===== src/shared/blfg_regs.vh =====
// constants for the boot lock flash guard
// assumes word-addressed flash split into application and boot sections
`ifndef BLFG_REGS_VH
`define BLFG_REGS_VH
// ************************************************************
// register map on the plain port
// ************************************************************
`define BLFG_ADDR_PTR_LOW     4'h0
`define BLFG_ADDR_PTR_HIGH    4'h1
`define BLFG_ADDR_LOCK        4'h2
`define BLFG_ADDR_STATUS      4'h3
`define BLFG_ADDR_LATCHED_LO  4'h4
`define BLFG_ADDR_LATCHED_HI  4'h5
`define BLFG_ADDR_W           4
// ************************************************************
// lock register fields
// ************************************************************
`define BLFG_LOCK_APP_LO      2
`define BLFG_LOCK_APP_HI      3
`define BLFG_LOCK_BOOT_LO     4
`define BLFG_LOCK_BOOT_HI     5
`define BLFG_LOCK_RESET       8'hFF
// ************************************************************
// status register fields
// ************************************************************
`define BLFG_ST_BUSY          0
`define BLFG_ST_WR_BLOCKED    1
`define BLFG_ST_RD_BLOCKED    2
`define BLFG_ST_IGNORED       3
// ************************************************************
// store operation codes and reset values
// ************************************************************
`define BLFG_OP_ERASE         2'h0
`define BLFG_OP_FILL          2'h1
`define BLFG_OP_WRITE         2'h2
`define BLFG_OP_LOCK          2'h3
`define BLFG_APP_RESET_VEC    16'h0000
`define BLFG_BUSY_CYCLES      8'h04
`endif

===== src/rtl/blfg_top.v =====
// boot lock flash guard: lock checks, reset vector and flash addressing
// assumes the core gives single-cycle store and load requests on ref_clk_i
// Overview of operation
// two independent lock fields, app and boot
// software only programs lock bits; erase clears
// general write lock ignored by store path
// general read/write lock ignored by store/load
// app mode 1 leaves app unrestricted
// app modes 2,3 block stores to app
// app modes 3,4 block boot loads of app
// app modes 3,4 mask irq in app
// boot mode 1 leaves boot unrestricted
// boot modes 2,3 block stores to boot
// boot modes 3,4 block app loads of boot
// boot modes 3,4 mask irq in boot
// reset fuse selects 0x0000 or boot start
// software cannot alter fuses
// store address from 16-bit pointer pair
// address splits into page and word fields
// software uses same page for erase/write
// address latched when operation starts
// lock-setting store ignores the pointer
// load addresses bytes using pointer bit 0
// stores from application section are ignored
// blocked access leaves flash untouched
`timescale 1ns/1ns
`include "blfg_regs.vh"
`default_nettype none
module blfg_top #(
    parameter ADDR_W = 16,
    parameter WORD_BITS = 5,
    parameter [15:0] BOOT_START = 16'h0C00,
    parameter [15:0] IRQ_VEC_BOOT = 16'h0C00
) (
    input wire ref_clk_i,
    input wire nrst_i,
    input wire [3:0] reg_addr_i,
    input wire [7:0] reg_wdata_i,
    input wire reg_wr_i,
    input wire reg_rd_i,
    output reg [7:0] reg_rdata_o,
    input wire [15:0] exec_pc_i,
    input wire irq_vec_in_boot_i,
    input wire irq_enable_i,
    output wire irq_allow_o,
    input wire store_req_i,
    input wire [1:0] store_op_i,
    input wire [7:0] store_lock_data_i,
    input wire load_req_i,
    input wire chip_erase_i,
    input wire boot_reset_select_i,
    input wire [1:0] ext_lock_mode_i,
    output reg [15:0] reset_vector_o,
    output reg flash_op_o,
    output reg [1:0] flash_op_code_o,
    output reg [ADDR_W-WORD_BITS-2:0] page_select_field_o,
    output reg [WORD_BITS-1:0] word_in_page_field_o,
    output reg load_grant_o,
    output reg [ADDR_W-1:0] load_byte_addr_o,
    output reg load_high_byte_o,
    output reg load_blocked_o
);
    // ************************************************************
    // section decode
    // ************************************************************
    function in_boot;
        input [15:0] word_addr;
        begin
            in_boot = (word_addr >= BOOT_START);
        end
    endfunction

    // one decode for every register write hit
    function reg_hit;
        input wr;
        input [3:0] addr;
        input [3:0] target;
        begin
            reg_hit = wr & (addr == target);
        end
    endfunction

    // limitation: boot size fixed by BOOT_START, no size fuses here
    localparam PAGE_W = ADDR_W - WORD_BITS - 1;

    reg [7:0] addr_pointer_low_r;
    reg [7:0] addr_pointer_high_r;
    reg [7:0] lock_r;
    reg [15:0] latched_addr_r;
    reg [7:0] busy_cnt_r;
    reg wr_blocked_r;
    reg rd_blocked_r;
    reg ignored_r;
    reg fuse_sync1_r;
    reg fuse_sync2_r;
    reg erase_sync1_r;
    reg erase_sync2_r;
    reg [7:0] busy_cnt_nxt;
    reg [7:0] rdata_nxt;

    // pointer pair forms the flash address
    wire [15:0] pointer = {addr_pointer_high_r, addr_pointer_low_r};
    wire [15:0] ptr_word = {1'b0, pointer[15:1]};
    wire app_lock_hi = lock_r[`BLFG_LOCK_APP_HI];
    wire app_lock_lo = lock_r[`BLFG_LOCK_APP_LO];
    wire boot_lock_hi = lock_r[`BLFG_LOCK_BOOT_HI];
    wire boot_lock_lo = lock_r[`BLFG_LOCK_BOOT_LO];
    wire exec_boot = in_boot(exec_pc_i);
    wire tgt_boot = in_boot(ptr_word);
    // ext_lock_mode_i deliberately never reaches the checks
    // mode 1 means both bits unprogrammed, so no term below fires
    wire app_wr_lock = ~app_lock_lo;
    wire boot_wr_lock = ~boot_lock_lo;
    wire app_rd_lock = ~app_lock_hi;
    wire boot_rd_lock = ~boot_lock_hi;
    wire busy = (busy_cnt_r != 8'h00);
    wire is_lock_op = (store_op_i == `BLFG_OP_LOCK);
    wire store_take = store_req_i & ~busy & exec_boot;
    wire store_ign = store_req_i & (busy | ~exec_boot);
    wire wr_block = ~is_lock_op & (tgt_boot ? boot_wr_lock : app_wr_lock);
    wire rd_block = exec_boot ? (~tgt_boot & app_rd_lock) : (tgt_boot & boot_rd_lock);
    wire take_ok = store_take & ~wr_block;
    // lock-setting store never reads the pointer
    wire latch_addr = take_ok & ~is_lock_op;

    // ************************************************************
    // register write decode
    // ************************************************************
    wire ptr_lo_wr = reg_hit(reg_wr_i, reg_addr_i, `BLFG_ADDR_PTR_LOW);
    wire ptr_hi_wr = reg_hit(reg_wr_i, reg_addr_i, `BLFG_ADDR_PTR_HIGH);
    wire status_wr = reg_hit(reg_wr_i, reg_addr_i, `BLFG_ADDR_STATUS);

    // ************************************************************
    // interrupt masking when vectors sit in the other section
    // ************************************************************
    wire irq_mask_app = irq_vec_in_boot_i & ~exec_boot & app_rd_lock;
    wire irq_mask_boot = ~irq_vec_in_boot_i & exec_boot & boot_rd_lock;
    assign irq_allow_o = irq_enable_i & ~irq_mask_app & ~irq_mask_boot;

    // ************************************************************
    // fuse pin synchroniser
    // ************************************************************
    // fuse resets to unprogrammed so reset lands in the application
    always @(posedge ref_clk_i or negedge nrst_i)
    begin
        if (!nrst_i)
        begin
            fuse_sync1_r <= 1'b1;
            fuse_sync2_r <= 1'b1;
        end
        else
        begin
            fuse_sync1_r <= boot_reset_select_i;
            fuse_sync2_r <= fuse_sync1_r;
        end
    end

    // ************************************************************
    // chip erase synchroniser
    // ************************************************************
    // erase is a level; a pulse shorter than a clock may be missed
    always @(posedge ref_clk_i or negedge nrst_i)
    begin
        if (!nrst_i)
        begin
            erase_sync1_r <= 1'b0;
            erase_sync2_r <= 1'b0;
        end
        else
        begin
            erase_sync1_r <= chip_erase_i;
            erase_sync2_r <= erase_sync1_r;
        end
    end

    // fuse only comes from the pin, no register writes it
    always @(posedge ref_clk_i or negedge nrst_i)
    begin
        if (!nrst_i)
            reset_vector_o <= `BLFG_APP_RESET_VEC;
        else
            reset_vector_o <= fuse_sync2_r ? `BLFG_APP_RESET_VEC : BOOT_START;
    end

    // ************************************************************
    // lock bits and pointer registers
    // ************************************************************
    always @(posedge ref_clk_i or negedge nrst_i)
    begin
        if (!nrst_i)
            lock_r <= `BLFG_LOCK_RESET;
        else if (erase_sync2_r)
            lock_r <= `BLFG_LOCK_RESET;
        else if (store_take & is_lock_op)
            // bits only go to programmed, fields independent
            lock_r <= lock_r & (store_lock_data_i | 8'hC3);
    end

    // pointer pair is plain storage; ops copy it when they start
    always @(posedge ref_clk_i or negedge nrst_i)
    begin
        if (!nrst_i)
        begin
            addr_pointer_low_r <= 8'h00;
            addr_pointer_high_r <= 8'h00;
        end
        else
        begin
            if (ptr_lo_wr)
                addr_pointer_low_r <= reg_wdata_i;
            if (ptr_hi_wr)
                addr_pointer_high_r <= reg_wdata_i;
        end
    end

    // ************************************************************
    // store path: busy window
    // ************************************************************
    // one op at a time; a store inside the window is refused, not queued
    always @(posedge ref_clk_i or negedge nrst_i)
    begin
        if (!nrst_i)
            busy_cnt_r <= 8'h00;
        else
            busy_cnt_r <= busy_cnt_nxt;
    end

    always @*
    begin
        busy_cnt_nxt = busy_cnt_r;
        if (take_ok)
            busy_cnt_nxt = `BLFG_BUSY_CYCLES;
        else if (busy)
            busy_cnt_nxt = busy_cnt_r - 8'h01;
    end

    // ************************************************************
    // store path: sticky status flags
    // ************************************************************
    // set beats clear so a refusal in the clearing cycle is not lost
    always @(posedge ref_clk_i or negedge nrst_i)
    begin
        if (!nrst_i)
        begin
            ignored_r <= 1'b0;
            wr_blocked_r <= 1'b0;
        end
        else
        begin
            if (store_ign)
                ignored_r <= 1'b1;
            else if (status_wr & reg_wdata_i[`BLFG_ST_IGNORED])
                ignored_r <= 1'b0;
            if (store_take & wr_block)
                wr_blocked_r <= 1'b1;
            else if (status_wr & reg_wdata_i[`BLFG_ST_WR_BLOCKED])
                wr_blocked_r <= 1'b0;
        end
    end

    // ************************************************************
    // store path: issue pulse and op code
    // ************************************************************
    always @(posedge ref_clk_i or negedge nrst_i)
    begin
        if (!nrst_i)
        begin
            flash_op_o <= 1'b0;
            flash_op_code_o <= `BLFG_OP_ERASE;
        end
        else
        begin
            // lock-setting store runs without touching the array
            flash_op_o <= latch_addr;
            if (take_ok)
                flash_op_code_o <= store_op_i;
        end
    end

    // ************************************************************
    // store path: address latch
    // ************************************************************
    // pointer is free for other use once the op has started
    always @(posedge ref_clk_i or negedge nrst_i)
    begin
        if (!nrst_i)
        begin
            latched_addr_r <= 16'h0000;
            page_select_field_o <= {PAGE_W{1'b0}};
            word_in_page_field_o <= {WORD_BITS{1'b0}};
        end
        else if (latch_addr)
        begin
            latched_addr_r <= pointer;
            // word and page fields of the word address
            word_in_page_field_o <= pointer[WORD_BITS:1];
            page_select_field_o <= pointer[ADDR_W-1:WORD_BITS+1];
        end
    end

    // ************************************************************
    // load path: answer pulses
    // ************************************************************
    always @(posedge ref_clk_i or negedge nrst_i)
    begin
        if (!nrst_i)
        begin
            load_grant_o <= 1'b0;
            load_blocked_o <= 1'b0;
        end
        else
        begin
            load_grant_o <= load_req_i & ~rd_block;
            load_blocked_o <= load_req_i & rd_block;
        end
    end

    // ************************************************************
    // load path: byte address
    // ************************************************************
    // address passes even when blocked; only the grant opens the read
    always @(posedge ref_clk_i or negedge nrst_i)
    begin
        if (!nrst_i)
        begin
            load_byte_addr_o <= {ADDR_W{1'b0}};
            load_high_byte_o <= 1'b0;
        end
        else if (load_req_i)
        begin
            load_byte_addr_o <= pointer;
            load_high_byte_o <= pointer[0];
        end
    end

    // sticky read refusal, set wins over clear
    always @(posedge ref_clk_i or negedge nrst_i)
    begin
        if (!nrst_i)
            rd_blocked_r <= 1'b0;
        else if (load_req_i & rd_block)
            rd_blocked_r <= 1'b1;
        else if (status_wr & reg_wdata_i[`BLFG_ST_RD_BLOCKED])
            rd_blocked_r <= 1'b0;
    end

    // ************************************************************
    // register read port
    // ************************************************************
    // data holds between reads so a slow master still sees it
    always @*
    begin
        rdata_nxt = reg_rdata_o;
        if (reg_rd_i)
        begin
            case (reg_addr_i)
                `BLFG_ADDR_PTR_LOW: rdata_nxt = addr_pointer_low_r;
                `BLFG_ADDR_PTR_HIGH: rdata_nxt = addr_pointer_high_r;
                `BLFG_ADDR_LOCK: rdata_nxt = lock_r;
                `BLFG_ADDR_STATUS: rdata_nxt = {4'h0, ignored_r, rd_blocked_r, wr_blocked_r, busy};
                `BLFG_ADDR_LATCHED_LO: rdata_nxt = latched_addr_r[7:0];
                `BLFG_ADDR_LATCHED_HI: rdata_nxt = latched_addr_r[15:8];
                default: rdata_nxt = 8'h00;
            endcase
        end
    end

    always @(posedge ref_clk_i or negedge nrst_i)
    begin
        if (!nrst_i)
            reg_rdata_o <= 8'h00;
        else
            reg_rdata_o <= rdata_nxt;
    end
endmodule
`default_nettype wire


===== config.mk =====
export PLATFORM = sky130hd
export DESIGN_NAME = blfg_top
export DESIGN_NICKNAME = d
export VERILOG_FILES = /design/src/rtl/blfg_top.v
export VERILOG_INCLUDE_DIRS = /design/src /design/src/shared
export SDC_FILE = /design/constraint.sdc
export NUM_CORES = 1
export LEC_CHECK = 0
export BUFFER_PORTS_ARGS = -buffer_cell sky130_fd_sc_hd__buf_2
export CAP_MARGIN = 20
export CORE_ASPECT_RATIO = 0.9
export CORE_MARGIN = 5
export CORE_UTILIZATION = 52
export DETAILED_ROUTE_END_ITERATION = 10
export HOLD_SLACK_MARGIN = 0.08
export PLACE_DENSITY = 0.8
export SKIP_LAST_GASP = 1
export SLEW_MARGIN = 15
export SYNTH_ARGS = -nofsm -noshare
export SYNTH_HDL_FRONTEND = slang
export SYNTH_SLANG_ARGS = --single-unit

===== constraint.sdc =====
create_clock -name ref_clk_i -period 3.1 [get_ports ref_clk_i]
set_input_delay 0.155 -clock ref_clk_i [delete_from_list [all_inputs] [get_ports ref_clk_i]]
set_output_delay 0.155 -clock ref_clk_i [all_outputs]
set_load 0.005 [all_outputs]

==> flow_summary.html, run 1 <==
<table>
<tr><th>Metric</th><th>Value</th></tr>
<tr><th colspan="2">Place</th></tr>
<tr><td>Port Buf Inserts</td><td>81</td></tr>
<tr><td>Area of placed instances</td><td>0.004185 mm^2</td></tr>
<tr><td>RePlAce Congestion</td><td>0.8008</td></tr>
<tr><td>Instance count after placement with tap cells included</td><td>460</td></tr>
<tr><td>Total half-perimeter wirelength after legalization and detailed placement</td><td>5934 um</td></tr>
<tr><th colspan="2">Yosys</th></tr>
<tr><td>Number of flops mapped to enable cells by yosys</td><td>0</td></tr>
<tr><td>Largest area contributor in the netlist</td><td>sky130_fd_sc_hd__dfrtp_1</td></tr>
<tr><td>Yosys synthesis warning count</td><td>0</td></tr>
<tr><td>Top-area cell type share of the netlist area</td><td>48.29%</td></tr>
<tr><td>Cell types with the largest area share after synthesis</td><td>sky130_fd_sc_hd__dfrtp_1 48%, sky130_fd_sc_hd__mux2_2 16%, sky130_fd_sc_hd__buf_4 6.0%</td></tr>
<tr><td>Most frequent cells after synthesis</td><td>75 x sky130_fd_sc_hd__dfrtp_1, 55 x sky130_fd_sc_hd__mux2_2, 31 x sky130_fd_sc_hd__buf_4</td></tr>
<tr><td>Unique cell type count in the Yosys netlist</td><td>49</td></tr>
<tr><td>Netlist area before placement</td><td>0.003886 mm^2</td></tr>
<tr><td>Synth async-reset ratio</td><td>100.0%</td></tr>
<tr><td>Synthesis-stage register bit count</td><td>82</td></tr>
<tr><td>Share of synthesized area occupied by flip-flops and latches</td><td>53.03%</td></tr>
<tr><td>Most common cell in the synthesized netlist</td><td>sky130_fd_sc_hd__dfrtp_1</td></tr>
<tr><td>Ys flop type</td><td>sky130_fd_sc_hd__dfrtp_1</td></tr>
<tr><td>Avg Inst Size Synth</td><td>12.42 um^2</td></tr>
<tr><td>Number of cells produced by synthesis</td><td>313</td></tr>
<tr><th colspan="2">GRT</th></tr>
<tr><td>Antenna violations before repair</td><td>0</td></tr>
<tr><td>GRT Residual Overflow</td><td>0</td></tr>
<tr><td>Global router's overall resource usage</td><td>18.73%</td></tr>
<tr><td>Maximum number of pins on one net before global-route repair</td><td>83</td></tr>
<tr><td>Number of global-route vias before repair</td><td>2629</td></tr>
<tr><td>Wire length of the first global-routing pass</td><td>13660 um</td></tr>
<tr><th colspan="2">Status</th></tr>
<tr><td>Status</td><td>finished, final reports clean</td></tr>
<tr><th colspan="2">STA</th></tr>
<tr><td>Final setup violation count</td><td>0</td></tr>
<tr><td>Minimum clock period</td><td>2.372 ns</td></tr>
<tr><td>Fmax</td><td>421.6 MHz</td></tr>
<tr><td>Worst relative slew slack</td><td>63.71%</td></tr>
<tr><td>Number of pins with negative max-slew slack in the final report</td><td>0</td></tr>
<tr><td>Worst clock skew on the final layout</td><td>0.006971 ns</td></tr>
<tr><td>Fraction of the cycle the final worst path needs</td><td>76.51%</td></tr>
<tr><td>Setup repair after global routing missed its margin</td><td>no</td></tr>
<tr><td>Number of hold violations in the final report</td><td>0</td></tr>
<tr><td>Tightest Pin Transition</td><td>0.5443 ns</td></tr>
<tr><td>Post-Route Setup TNS</td><td>0 ns</td></tr>
<tr><th colspan="2">Pwr</th></tr>
<tr><td>Power density over cell area</td><td>692.6 mW/mm^2</td></tr>
<tr><td>Cell Int Power</td><td>2.220 mW</td></tr>
<tr><td>Switching power as a share of total power</td><td>30.31%</td></tr>
<tr><td>Share of total power in sequential cells</td><td>49.9%</td></tr>
<tr><td>Power consumption</td><td>3.185 mW</td></tr>
<tr><td>Leakage power summed over all cells</td><td>2.238 nW</td></tr>
<tr><td>Total net switching power</td><td>0.9656 mW</td></tr>
<tr><td>Comb pwr share</td><td>25.5%</td></tr>
<tr><td>Worst IR Drop VDD</td><td>0.4459 mV</td></tr>
<tr><td>Clock network fraction of total power</td><td>24.5%</td></tr>
<tr><th colspan="2">Cells and area</th></tr>
<tr><td>Share of the core filled with cells in the final layout</td><td>64.34%</td></tr>
<tr><td>Summed area of non-filler cells in the final layout</td><td>0.004599 mm^2</td></tr>
<tr><td>Fraction of layout instances using a drive strength above 1</td><td>42.93%</td></tr>
<tr><td>Post-synthesis to final-layout area growth</td><td>18.35%</td></tr>
<tr><td>Number of nets in the layout</td><td>449</td></tr>
<tr><td>Fillers</td><td>545</td></tr>
<tr><td>Post-Layout Cell Count</td><td>496</td></tr>
<tr><td>Area taken by flip-flops and latches</td><td>0.002061 mm^2</td></tr>
<tr><td>Area used by multi-input combinational logic</td><td>0.001521 mm^2</td></tr>
<tr><td>Diodes inserted</td><td>0</td></tr>
<tr><th colspan="2">Setup path</th></tr>
<tr><td>CP Max Fanout</td><td>7</td></tr>
<tr><td>Required time of the critical path</td><td>3.35 ns</td></tr>
<tr><td>Worst setup EP type</td><td>flip-flop</td></tr>
<tr><td>Arrival time of the worst setup path</td><td>2.63 ns</td></tr>
<tr><td>Setup Crit Path Kind</td><td>reg2reg</td></tr>
<tr><td>CP startpoint kind</td><td>flip-flop</td></tr>
<tr><th colspan="2">Clock network</th></tr>
<tr><td>CTS root buf</td><td>sky130_fd_sc_hd__clkbuf_8</td></tr>
<tr><td>CTS sink cnt</td><td>82</td></tr>
<tr><td>Count of buffers added by post-CTS timing repair for setup</td><td>0</td></tr>
<tr><td>Latest clock arrival within the worst-skew pair</td><td>0.36 ns</td></tr>
<tr><td>Number of buffers inserted during clock tree synthesis</td><td>9</td></tr>
<tr><td>Gates resized, CTS repair</td><td>0</td></tr>
<tr><td>CTS clock-pin slew for the worst setup and hold paths</td><td>0.08 ns</td></tr>
<tr><td>CTS tree</td><td>done</td></tr>
<tr><td>H-tree lvl count</td><td>3</td></tr>
<tr><td>Buffer depth of the longest clock path</td><td>2</td></tr>
<tr><th colspan="2">Route</th></tr>
<tr><td>DRC</td><td>0</td></tr>
<tr><td>Number of search-and-repair iterations in the first detailed-routing pass</td><td>4</td></tr>
<tr><td>Final wirelength</td><td>8212 um</td></tr>
<tr><td>DR vias/cell</td><td>5.308</td></tr>
<tr><td>Via Count</td><td>2633</td></tr>
<tr><td>Final routed wire length divided by cell count</td><td>16.56 um</td></tr>
<tr><td>Drt first-iter violations</td><td>119</td></tr>
<tr><td>Residual antenna-violating net count after detailed routing</td><td>0</td></tr>
<tr><th colspan="2">Floorplanning</th></tr>
<tr><td>Die Outline Area</td><td>0.009305 mm^2</td></tr>
<tr><td>Placeable core region</td><td>0.007148 mm^2</td></tr>
<tr><td>I/O Pins</td><td>112</td></tr>
<tr><td>Die span in x</td><td>101.1 um</td></tr>
<tr><td>Initial standard-cell utilization of the core</td><td>54.37%</td></tr>
<tr><td>Rows</td><td>29</td></tr>
<tr><td>Y dimension of the die</td><td>92.02 um</td></tr>
<tr><th colspan="2">Worst hold path</th></tr>
<tr><td>Hold Crit Class</td><td>in2reg</td></tr>
<tr><th colspan="2">Job</th></tr>
<tr><td>Maximum capacitance violations</td><td>0</td></tr>
</table>
[flip-flops by register name (all words and copies together) (netlist names), 2 cells and up]
| name | cells |
|---|---|
| addr_pointer_high_r | 8 |
| addr_pointer_low_r | 8 |
| busy_cnt_r | 8 |
| flash_op_code_o | 2 |
| latched_addr_r | 2 |
| load_byte_addr_o | 16 |
| lock_r | 5 |
| page_select_field_o | 10 |
| reg_rdata_o | 8 |
| word_in_page_field_o | 4 |
[routing by layer]
metal	part of all wire [%]	GRT usage, %
met1	44	26.19
met2	47	28.54
met3	7.7	6.525
met4	1.2	3.654
met5	0	0
[placed cells by master, fill, tap and decap left out, drive strengths merged, types with 3 or more instances in the layout]
cell type	count
nand2	15
o2bb2ai	3
clkbuf	10
conb	14
nand2b	7
o41ai	4
or3	3
o21ai	5
a21o	3
a22oi	4
nor4	3
mux2i	11
dlygate4sd3	19
buf	84
o22ai	9
mux2	55
nor2	10
dfrtp	75
inv	17
clkinvlp	3
dfstp	7
a21oi	5
nand3b	3
xnor2	3
[layout make-up]
type	count	area share (%)
Clock buffer	10	2.992
Timing Repair Buffer	103	13.76
Tap cell	93	2.530
Multi-Input combinational cell	185	33.08
Inverter	17	1.387
Sequential cell	82	44.80
Clock inverter	6	1.442
[critical path, cell delays in order, from the launching register on]
cell                      delay, ns
sky130_fd_sc_hd__dfrtp_1       0.44
sky130_fd_sc_hd__or4_4         0.59
sky130_fd_sc_hd__or3_1         0.52
sky130_fd_sc_hd__nor3b_4       0.33
sky130_fd_sc_hd__mux2_2        0.37
[per-stage QoR]
step	hold WS, ns	setup WS (ns)
after global placement	0.2618	0.7891
after CTS	0.1574	0.7293
after global routing	0.1975	0.6235
final	0.1772	0.7282
after floorplan	-0.1406	0.9010
after detailed placement	0.2621	0.7408
[worst paths after layout]
kind | slack [ns] | from | cells past startpoint | endpoint
worst max-delay path | 0.73 | busy_cnt_r[3] | 4 | flash_op_code_o[0]
worst min-delay path | 0.18 | reg_addr_i[3] | 3 | reg_rdata_o[2]
worst max register to register | 0.73 | busy_cnt_r[3] | 4 | flash_op_code_o[0]
worst min register to register | 0.34 | erase_sync1_r | 0 | erase_sync2_r
max in group asynchronous | 2.12 | nrst_i | 3 | fuse_sync2_r
min in group asynchronous | 0.31 | nrst_i | 2 | load_blocked_o
[kinds of logic after synthesis]
| logic type | share of synthesized area [%] |
|---|---|
| compound gates | 7.985 |
| xor+xnor | 0.9016 |
| fa+ha+maj | 0.3219 |
| buf+inv | 9.079 |
| flops | 53.03 |
| mux | 19.93 |
| other cells | 0.09649 |
| simple gates | 8.661 |
[power groups by stage]
| stage | combinational [mW] | sequential (mW) | clock (mW) |
|---|---|---|---|
| 3_3_place_gp | 0.782 | 1.59 | 0 |
| 5_1_grt | 0.907 | 1.63 | 0.847 |
| 2_1_floorplan | 0.627 | 1.55 | 0 |
| 6_report | 0.814 | 1.59 | 0.782 |
| 3_5_place_dp | 0.802 | 1.61 | 0 |
| 4_1_cts | 0.824 | 1.59 | 0.802 |
[repair_timing]
action,CTS,global route
hold endpoints to repair,102,0
hold buffers,19,0
endpoints found under the setup margin,0,0
Power figures use the tool's default switching activity.
==> run 2, diff against run 1 <==
Clock period 3.1 ns to 2.4 ns, I/O delays scaled along.
==> flow_summary.html, run 2 (synthesis results as in run 1) <==
<table>
<tr><th>Metric</th><th>Value</th></tr>
<tr><th colspan="2">Cells and area</th></tr>
<tr><td>Max FFs per register</td><td>16</td></tr>
<tr><td>Fillers</td><td>566</td></tr>
<tr><td>Diodes inserted</td><td>0</td></tr>
<tr><td>Number of nets in the layout</td><td>454</td></tr>
<tr><td>Post-synthesis to final-layout area growth</td><td>20.86%</td></tr>
<tr><td>Fraction of layout instances using a drive strength above 1</td><td>43.63%</td></tr>
<tr><td>Largest registers in the final layout</td><td>load_byte_addr_o: 16 flops, page_select_field_o: 10 flops</td></tr>
<tr><td>Largest reg by FF count</td><td>load_byte_addr_o</td></tr>
<tr><td>Highest-count cells in the layout ignoring fill and taps</td><td>80 x sky130_fd_sc_hd__buf_2, 75 x sky130_fd_sc_hd__dfrtp_1, 55 x sky130_fd_sc_hd__mux2_2</td></tr>
<tr><td>Commonest non-fill, non-tap cell in the layout</td><td>sky130_fd_sc_hd__buf_2</td></tr>
<tr><th colspan="2">STA</th></tr>
<tr><td>Post-Route Setup TNS</td><td>0 ns</td></tr>
<tr><td>Worst relative slew slack</td><td>66.01%</td></tr>
<tr><td>Final setup violation count</td><td>0</td></tr>
<tr><td>Tightest Pin Transition</td><td>0.5099 ns</td></tr>
<tr><td>Post-route worst setup slack</td><td>0.1199 ns</td></tr>
<tr><td>Number of pins with negative max-slew slack in the final report</td><td>0</td></tr>
<tr><td>Fmax</td><td>438.6 MHz</td></tr>
<tr><td>Setup repair after global routing missed its margin</td><td>no</td></tr>
<tr><td>Fraction of the cycle the final worst path needs</td><td>95.00%</td></tr>
<tr><td>Worst clock skew on the final layout</td><td>0.009203 ns</td></tr>
<tr><td>Minimum clock period</td><td>2.280 ns</td></tr>
<tr><td>Number of hold violations in the final report</td><td>0</td></tr>
<tr><th colspan="2">Status</th></tr>
<tr><td>Status</td><td>finished, final reports clean</td></tr>
<tr><th colspan="2">Setup path</th></tr>
<tr><td>Arrival time of the worst setup path</td><td>2.52 ns</td></tr>
<tr><td>Worst setup EP type</td><td>flip-flop</td></tr>
<tr><td>CP startpoint kind</td><td>flip-flop</td></tr>
<tr><td>Cell class contributing the biggest share of worst-path delay</td><td>simple AND/OR/NAND/NOR gates</td></tr>
<tr><td>Cell with the largest stage delay on the worst path</td><td>sky130_fd_sc_hd__or4_4</td></tr>
<tr><td>CP cell instances</td><td>or4_4, or3_1, nor3b_4, mux2_2</td></tr>
<tr><td>Reg-to-Reg Start</td><td>busy_cnt_r[3]</td></tr>
<tr><td>CP Max Fanout</td><td>6</td></tr>
<tr><td>CP Buf/Inv Count</td><td>0</td></tr>
<tr><td>Setup Crit Path Kind</td><td>reg2reg</td></tr>
<tr><td>Number of cells traversed by the worst register-to-register path</td><td>4</td></tr>
<tr><td>Critical Path Max Stage Delay</td><td>0.59 ns</td></tr>
<tr><td>R2R Path End</td><td>flash_op_code_o[1]</td></tr>
<tr><td>Required time of the critical path</td><td>2.64 ns</td></tr>
<tr><td>Register-to-register path setup slack</td><td>0.12 ns</td></tr>
<tr><th colspan="2">Route</th></tr>
<tr><td>Number of search-and-repair iterations in the first detailed-routing pass</td><td>4</td></tr>
<tr><td>Via Count</td><td>2699</td></tr>
<tr><td>Drt first-iter violations</td><td>150</td></tr>
<tr><td>Residual antenna-violating net count after detailed routing</td><td>0</td></tr>
<tr><td>Final wirelength</td><td>8590 um</td></tr>
<tr><td>DR vias/cell</td><td>5.387</td></tr>
<tr><td>DRC</td><td>0</td></tr>
<tr><td>Final routed wire length divided by cell count</td><td>17.15 um</td></tr>
<tr><th colspan="2">Worst hold path</th></tr>
<tr><td>Hold Crit Class</td><td>in2reg</td></tr>
<tr><td>Hold worst-path end</td><td>reg_rdata_o[2]</td></tr>
<tr><td>Worst Hold Launch</td><td>reg_addr_i[3]</td></tr>
<tr><td>Worst Hold Depth</td><td>3</td></tr>
<tr><th colspan="2">Clock network</th></tr>
<tr><td>CTS clock-pin slew for the worst setup and hold paths</td><td>0.08 ns</td></tr>
<tr><td>CTS tree</td><td>done</td></tr>
<tr><td>Count of buffers added by post-CTS timing repair for setup</td><td>0</td></tr>
<tr><td>CTS sink cnt</td><td>82</td></tr>
<tr><td>CTS root buf</td><td>sky130_fd_sc_hd__clkbuf_8</td></tr>
<tr><td>Latest clock arrival within the worst-skew pair</td><td>0.36 ns</td></tr>
<tr><td>Number of buffers inserted during clock tree synthesis</td><td>9</td></tr>
<tr><td>Buffer depth of the longest clock path</td><td>2</td></tr>
<tr><td>H-tree lvl count</td><td>3</td></tr>
<tr><td>Gates resized, CTS repair</td><td>0</td></tr>
<tr><th colspan="2">GRT</th></tr>
<tr><td>Wire length of the first global-routing pass</td><td>14170 um</td></tr>
<tr><td>Maximum number of pins on one net before global-route repair</td><td>47</td></tr>
<tr><td>Antenna violations before repair</td><td>0</td></tr>
<tr><td>Global router's overall resource usage</td><td>19.73%</td></tr>
<tr><td>Number of global-route vias before repair</td><td>2737</td></tr>
<tr><td>GRT Residual Overflow</td><td>0</td></tr>
<tr><th colspan="2">Floorplanning</th></tr>
<tr><td>Die Outline Area</td><td>0.009305 mm^2</td></tr>
<tr><td>Initial standard-cell utilization of the core</td><td>54.37%</td></tr>
<tr><td>Y dimension of the die</td><td>92.02 um</td></tr>
<tr><td>I/O Pins</td><td>112</td></tr>
<tr><td>Die span in x</td><td>101.1 um</td></tr>
<tr><td>Rows</td><td>29</td></tr>
<tr><td>Placeable core region</td><td>0.007148 mm^2</td></tr>
<tr><th colspan="2">Place</th></tr>
<tr><td>Port Buf Inserts</td><td>81</td></tr>
<tr><td>RePlAce Congestion</td><td>0.8281</td></tr>
<tr><td>Placement-stage worst setup slack</td><td>0.1260 ns</td></tr>
<tr><td>Total half-perimeter wirelength after legalization and detailed placement</td><td>6217 um</td></tr>
<tr><th colspan="2">Job</th></tr>
<tr><td>Maximum capacitance violations</td><td>0</td></tr>
<tr><th colspan="2">Pwr</th></tr>
<tr><td>Power density over cell area</td><td>929.5 mW/mm^2</td></tr>
<tr><td>Worst IR Drop VDD</td><td>0.5194 mV</td></tr>
<tr><td>Leakage power summed over all cells</td><td>2.293 nW</td></tr>
<tr><td>Power consumption</td><td>4.366 mW</td></tr>
</table>
==> run 2: stage by stage <==
| step | util, % | hold slack [ns] | instances | area, um^2 |
|---|---|---|---|---|
| after floorplan | - | -0.1756 | 326 | 3935 |
| after global placement | 59.53 | 0.1121 | 466 | 4255 |
| after detailed placement | 59.53 | 0.1174 | 466 | 4255 |
| after CTS | 65.71 | 0.1283 | 501 | 4697 |
| after global routing | 65.71 | 0.1733 | 501 | 4697 |
| final | 65.71 | 0.1403 | 501 | 4697 |
==> run 2: timing repair <==
action                                  in CTS  in global routing
hold buffers                                19                  0
hold endpoints to repair                    71                  0
endpoints found under the setup margin       0                  0
==> run 2: routing by layer <==
metal	up-vias	track usage [%]	part of all wire, %
met5	-	0	0
met4	0	7.530	2.1
met2	90	29.25	46
met3	14	4.401	7.0
met1	1343	28.33	44
li1	1252	-	-
==> run 2: worst reg2reg max path: cells and delay by family, from the launching register on <==
kind,cells,cell delay [ns]
mux,1,0.37
simple gates,3,1.35
flops,1,0.44
==> run 2: how the worst max path moves through the flow <==
stage | slack, ns | to | cells after the start | start
6_report | 0.12 | flash_op_code_o[1] | 4 | busy_cnt_r[3]
5_1_grt | 0.02 | flash_op_code_o[0] | 5 | addr_pointer_high_r[7]
4_1_cts | 0.11 | flash_op_code_o[1] | 4 | busy_cnt_r[3]
3_5_place_dp | 0.13 | flash_op_code_o[1] | 4 | busy_cnt_r[3]
3_3_place_gp | 0.20 | flash_op_code_o[1] | 4 | busy_cnt_r[3]
2_1_floorplan | 0.20 | flash_op_code_o[0] | 5 | busy_cnt_r[3]
==> run 2: power breakdown <==
group          total [mW]  internal [mW]  switching, mW
Clock                1.23          0.721          0.510
Combinational        1.09          0.625          0.467
Sequential           2.04           1.75          0.293
Total                4.37           3.10           1.27
==> run 2: layout make-up <==
cell class / instances / area (um^2) / area share, %
repair buffers: 108 / 683.2 / 14.54
flip-flops and latches: 82 / 2061 / 43.87
inverters: 17 / 63.81 / 1.359
clock buffers: 10 / 137.6 / 2.930
multi-input cells: 185 / 1521 / 32.39
clock inverters: 6 / 113.9 / 2.424
well taps: 93 / 116.4 / 2.477
==> run 3, diff against run 2 <==
Settings changed: PLACE_DENSITY 0.8 to 0.81.
==> flow_summary.html, run 3 (synthesis results as in run 1) <==
<table>
<tr><th>Metric</th><th>Value</th></tr>
<tr><th colspan="2">Floorplanning</th></tr>
<tr><td>Die Outline Area</td><td>0.009305 mm^2</td></tr>
<tr><td>Placeable core region</td><td>0.007148 mm^2</td></tr>
<tr><td>I/O Pins</td><td>112</td></tr>
<tr><td>Initial standard-cell utilization of the core</td><td>54.37%</td></tr>
<tr><td>Die span in x</td><td>101.1 um</td></tr>
<tr><td>Y dimension of the die</td><td>92.02 um</td></tr>
<tr><td>Rows</td><td>29</td></tr>
<tr><th colspan="2">Setup path</th></tr>
<tr><td>Cell with the largest stage delay on the worst path</td><td>sky130_fd_sc_hd__or4_4</td></tr>
<tr><td>Required time of the critical path</td><td>2.64 ns</td></tr>
<tr><td>Arrival time of the worst setup path</td><td>2.51 ns</td></tr>
<tr><td>Setup Crit Path Kind</td><td>reg2reg</td></tr>
<tr><td>CP cell instances</td><td>or4_4, or3_1, nor3b_4, mux2_2</td></tr>
<tr><td>Worst setup EP type</td><td>flip-flop</td></tr>
<tr><td>Critical Path Max Stage Delay</td><td>0.59 ns</td></tr>
<tr><td>CP startpoint kind</td><td>flip-flop</td></tr>
<tr><td>CP Max Fanout</td><td>6</td></tr>
<tr><th colspan="2">Clock network</th></tr>
<tr><td>Count of buffers added by post-CTS timing repair for setup</td><td>0</td></tr>
<tr><td>CTS clock-pin slew for the worst setup and hold paths</td><td>0.08 ns</td></tr>
<tr><td>Buffer depth of the longest clock path</td><td>2</td></tr>
<tr><td>Latest clock arrival within the worst-skew pair</td><td>0.35 ns</td></tr>
<tr><td>Number of buffers inserted for hold repair after clock tree synthesis</td><td>19</td></tr>
<tr><td>H-tree lvl count</td><td>3</td></tr>
<tr><td>Gates resized, CTS repair</td><td>0</td></tr>
<tr><td>Number of buffers inserted during clock tree synthesis</td><td>9</td></tr>
<tr><td>CTS tree</td><td>done</td></tr>
<tr><td>CTS sink cnt</td><td>82</td></tr>
<tr><td>CTS root buf</td><td>sky130_fd_sc_hd__clkbuf_8</td></tr>
<tr><th colspan="2">Cells and area</th></tr>
<tr><td>Post-Layout Cell Count</td><td>501</td></tr>
<tr><td>Area taken by flip-flops and latches</td><td>0.002061 mm^2</td></tr>
<tr><td>Summed area of non-filler cells in the final layout</td><td>0.004672 mm^2</td></tr>
<tr><td>Largest registers in the final layout</td><td>load_byte_addr_o: 16 flops, page_select_field_o: 10 flops</td></tr>
<tr><td>Fraction of layout instances using a drive strength above 1</td><td>43.38%</td></tr>
<tr><td>Post-synthesis to final-layout area growth</td><td>20.22%</td></tr>
<tr><td>Fillers</td><td>556</td></tr>
<tr><td>Commonest non-fill, non-tap cell in the layout</td><td>sky130_fd_sc_hd__buf_2</td></tr>
<tr><td>Diodes inserted</td><td>0</td></tr>
<tr><td>Max FFs per register</td><td>16</td></tr>
<tr><td>Largest reg by FF count</td><td>load_byte_addr_o</td></tr>
<tr><td>Area used by multi-input combinational logic</td><td>0.001521 mm^2</td></tr>
<tr><td>Number of nets in the layout</td><td>454</td></tr>
<tr><td>Highest-count cells in the layout ignoring fill and taps</td><td>80 x sky130_fd_sc_hd__buf_2, 75 x sky130_fd_sc_hd__dfrtp_1, 55 x sky130_fd_sc_hd__mux2_2</td></tr>
<tr><th colspan="2">GRT</th></tr>
<tr><td>Maximum number of pins on one net before global-route repair</td><td>82</td></tr>
<tr><td>Number of global-route vias before repair</td><td>2732</td></tr>
<tr><td>Global router's overall resource usage</td><td>19.23%</td></tr>
<tr><td>GRT Residual Overflow</td><td>0</td></tr>
<tr><td>Wire length of the first global-routing pass</td><td>13870 um</td></tr>
<tr><td>Antenna violations before repair</td><td>0</td></tr>
<tr><th colspan="2">STA</th></tr>
<tr><td>Number of hold violations in the final report</td><td>0</td></tr>
<tr><td>Worst relative slew slack</td><td>66.59%</td></tr>
<tr><td>Fraction of the cycle the final worst path needs</td><td>94.53%</td></tr>
<tr><td>Number of pins with negative max-slew slack in the final report</td><td>0</td></tr>
<tr><td>Fmax</td><td>440.8 MHz</td></tr>
<tr><td>Worst clock skew on the final layout</td><td>0.006177 ns</td></tr>
<tr><td>Post-Route Setup TNS</td><td>0 ns</td></tr>
<tr><td>Tightest Pin Transition</td><td>0.5000 ns</td></tr>
<tr><td>Final setup violation count</td><td>0</td></tr>
<tr><td>Minimum clock period</td><td>2.269 ns</td></tr>
<tr><td>Setup repair after global routing missed its margin</td><td>no</td></tr>
<tr><th colspan="2">Route</th></tr>
<tr><td>Drt first-iter violations</td><td>96</td></tr>
<tr><td>Final routed wire length divided by cell count</td><td>17.11 um</td></tr>
<tr><td>Number of search-and-repair iterations in the first detailed-routing pass</td><td>4</td></tr>
<tr><td>DR vias/cell</td><td>5.373</td></tr>
<tr><td>Final wirelength</td><td>8570 um</td></tr>
<tr><td>Via Count</td><td>2692</td></tr>
<tr><td>DRC</td><td>0</td></tr>
<tr><td>Residual antenna-violating net count after detailed routing</td><td>0</td></tr>
<tr><th colspan="2">Place</th></tr>
<tr><td>Total half-perimeter wirelength after legalization and detailed placement</td><td>6184 um</td></tr>
<tr><td>RePlAce Congestion</td><td>0.8266</td></tr>
<tr><td>Port Buf Inserts</td><td>81</td></tr>
<tr><td>Area of placed instances</td><td>0.004235 mm^2</td></tr>
<tr><td>Instance count after placement with tap cells included</td><td>465</td></tr>
<tr><th colspan="2">Worst hold path</th></tr>
<tr><td>Hold Crit Class</td><td>in2reg</td></tr>
<tr><th colspan="2">Pwr</th></tr>
<tr><td>Power density over cell area</td><td>904.8 mW/mm^2</td></tr>
<tr><td>Leakage power summed over all cells</td><td>2.286 nW</td></tr>
<tr><td>Worst IR Drop VDD</td><td>0.5266 mV</td></tr>
<tr><th colspan="2">Job</th></tr>
<tr><td>Maximum capacitance violations</td><td>0</td></tr>
<tr><th colspan="2">Status</th></tr>
<tr><td>Status</td><td>finished, final reports clean</td></tr>
</table>
-- run 3: through the flow --
| step | util [%] | setup WS [ns] | hold slack [ns] | total power [mW] |
|---|---|---|---|---|
| 2_1_floorplan | - | 0.2010 | -0.1756 | 2.810 |
| 3_3_place_gp | 59.25 | 0.2032 | 0.2264 | 3.074 |
| 3_5_place_dp | 59.25 | 0.1375 | 0.2264 | 3.138 |
| 6_report | 65.36 | 0.1313 | 0.1599 | 4.227 |
| 4_1_cts | 64.97 | 0.1145 | 0.1472 | 4.263 |
| 5_1_grt | 65.36 | 0.02018 | 0.1893 | 4.486 |
-- run 3: path summary, 6_finish.rpt --
path	from	end	slack, ns	depth (start not counted)
max in group asynchronous	nrst_i	fuse_sync2_r	1.43	4
worst max-delay path	busy_cnt_r[3]	flash_op_code_o[1]	0.13	4
worst max register to register	busy_cnt_r[3]	flash_op_code_o[1]	0.13	4
worst min register to register	fuse_sync1_r	fuse_sync2_r	0.36	0
min in group asynchronous	nrst_i	erase_sync2_r	0.20	2
worst min-delay path	reg_addr_i[3]	reg_rdata_o[2]	0.16	3
-- run 3: power by group --
part,switching (mW),total (mW),internal (mW)
clock network,0.480,1.09,0.611
logic,0.464,1.09,0.624
registers,0.298,2.05,1.75
-- run 3: layout make-up --
cell class                      instances  area share [%]
Sequential cell                        82           44.11
Multi-Input combinational cell        185           32.57
Timing Repair Buffer                  108           14.78
Clock buffer                           11           3.026
Tap cell                               93           2.491
Clock inverter                          5           1.660
Inverter                               17           1.366
-- run 3: worst max-delay path, delay by kind of cell (launching register included) --
kind / cells / cell delay, ns
DFF: 1 / 0.44
and+or+nand+nor: 3 / 1.35
muxes: 1 / 0.37
-- run 3: routing by layer --
metal / share of wire [%] / vias to the layer above / track usage (%)
met3: 8.0 / 10 / 4.249
li1: - / 1243 / -
met4: 1.3 / 0 / 7.198
met5: 0 / - / 0
met2: 48 / 98 / 30.34
met1: 43 / 1341 / 26.03
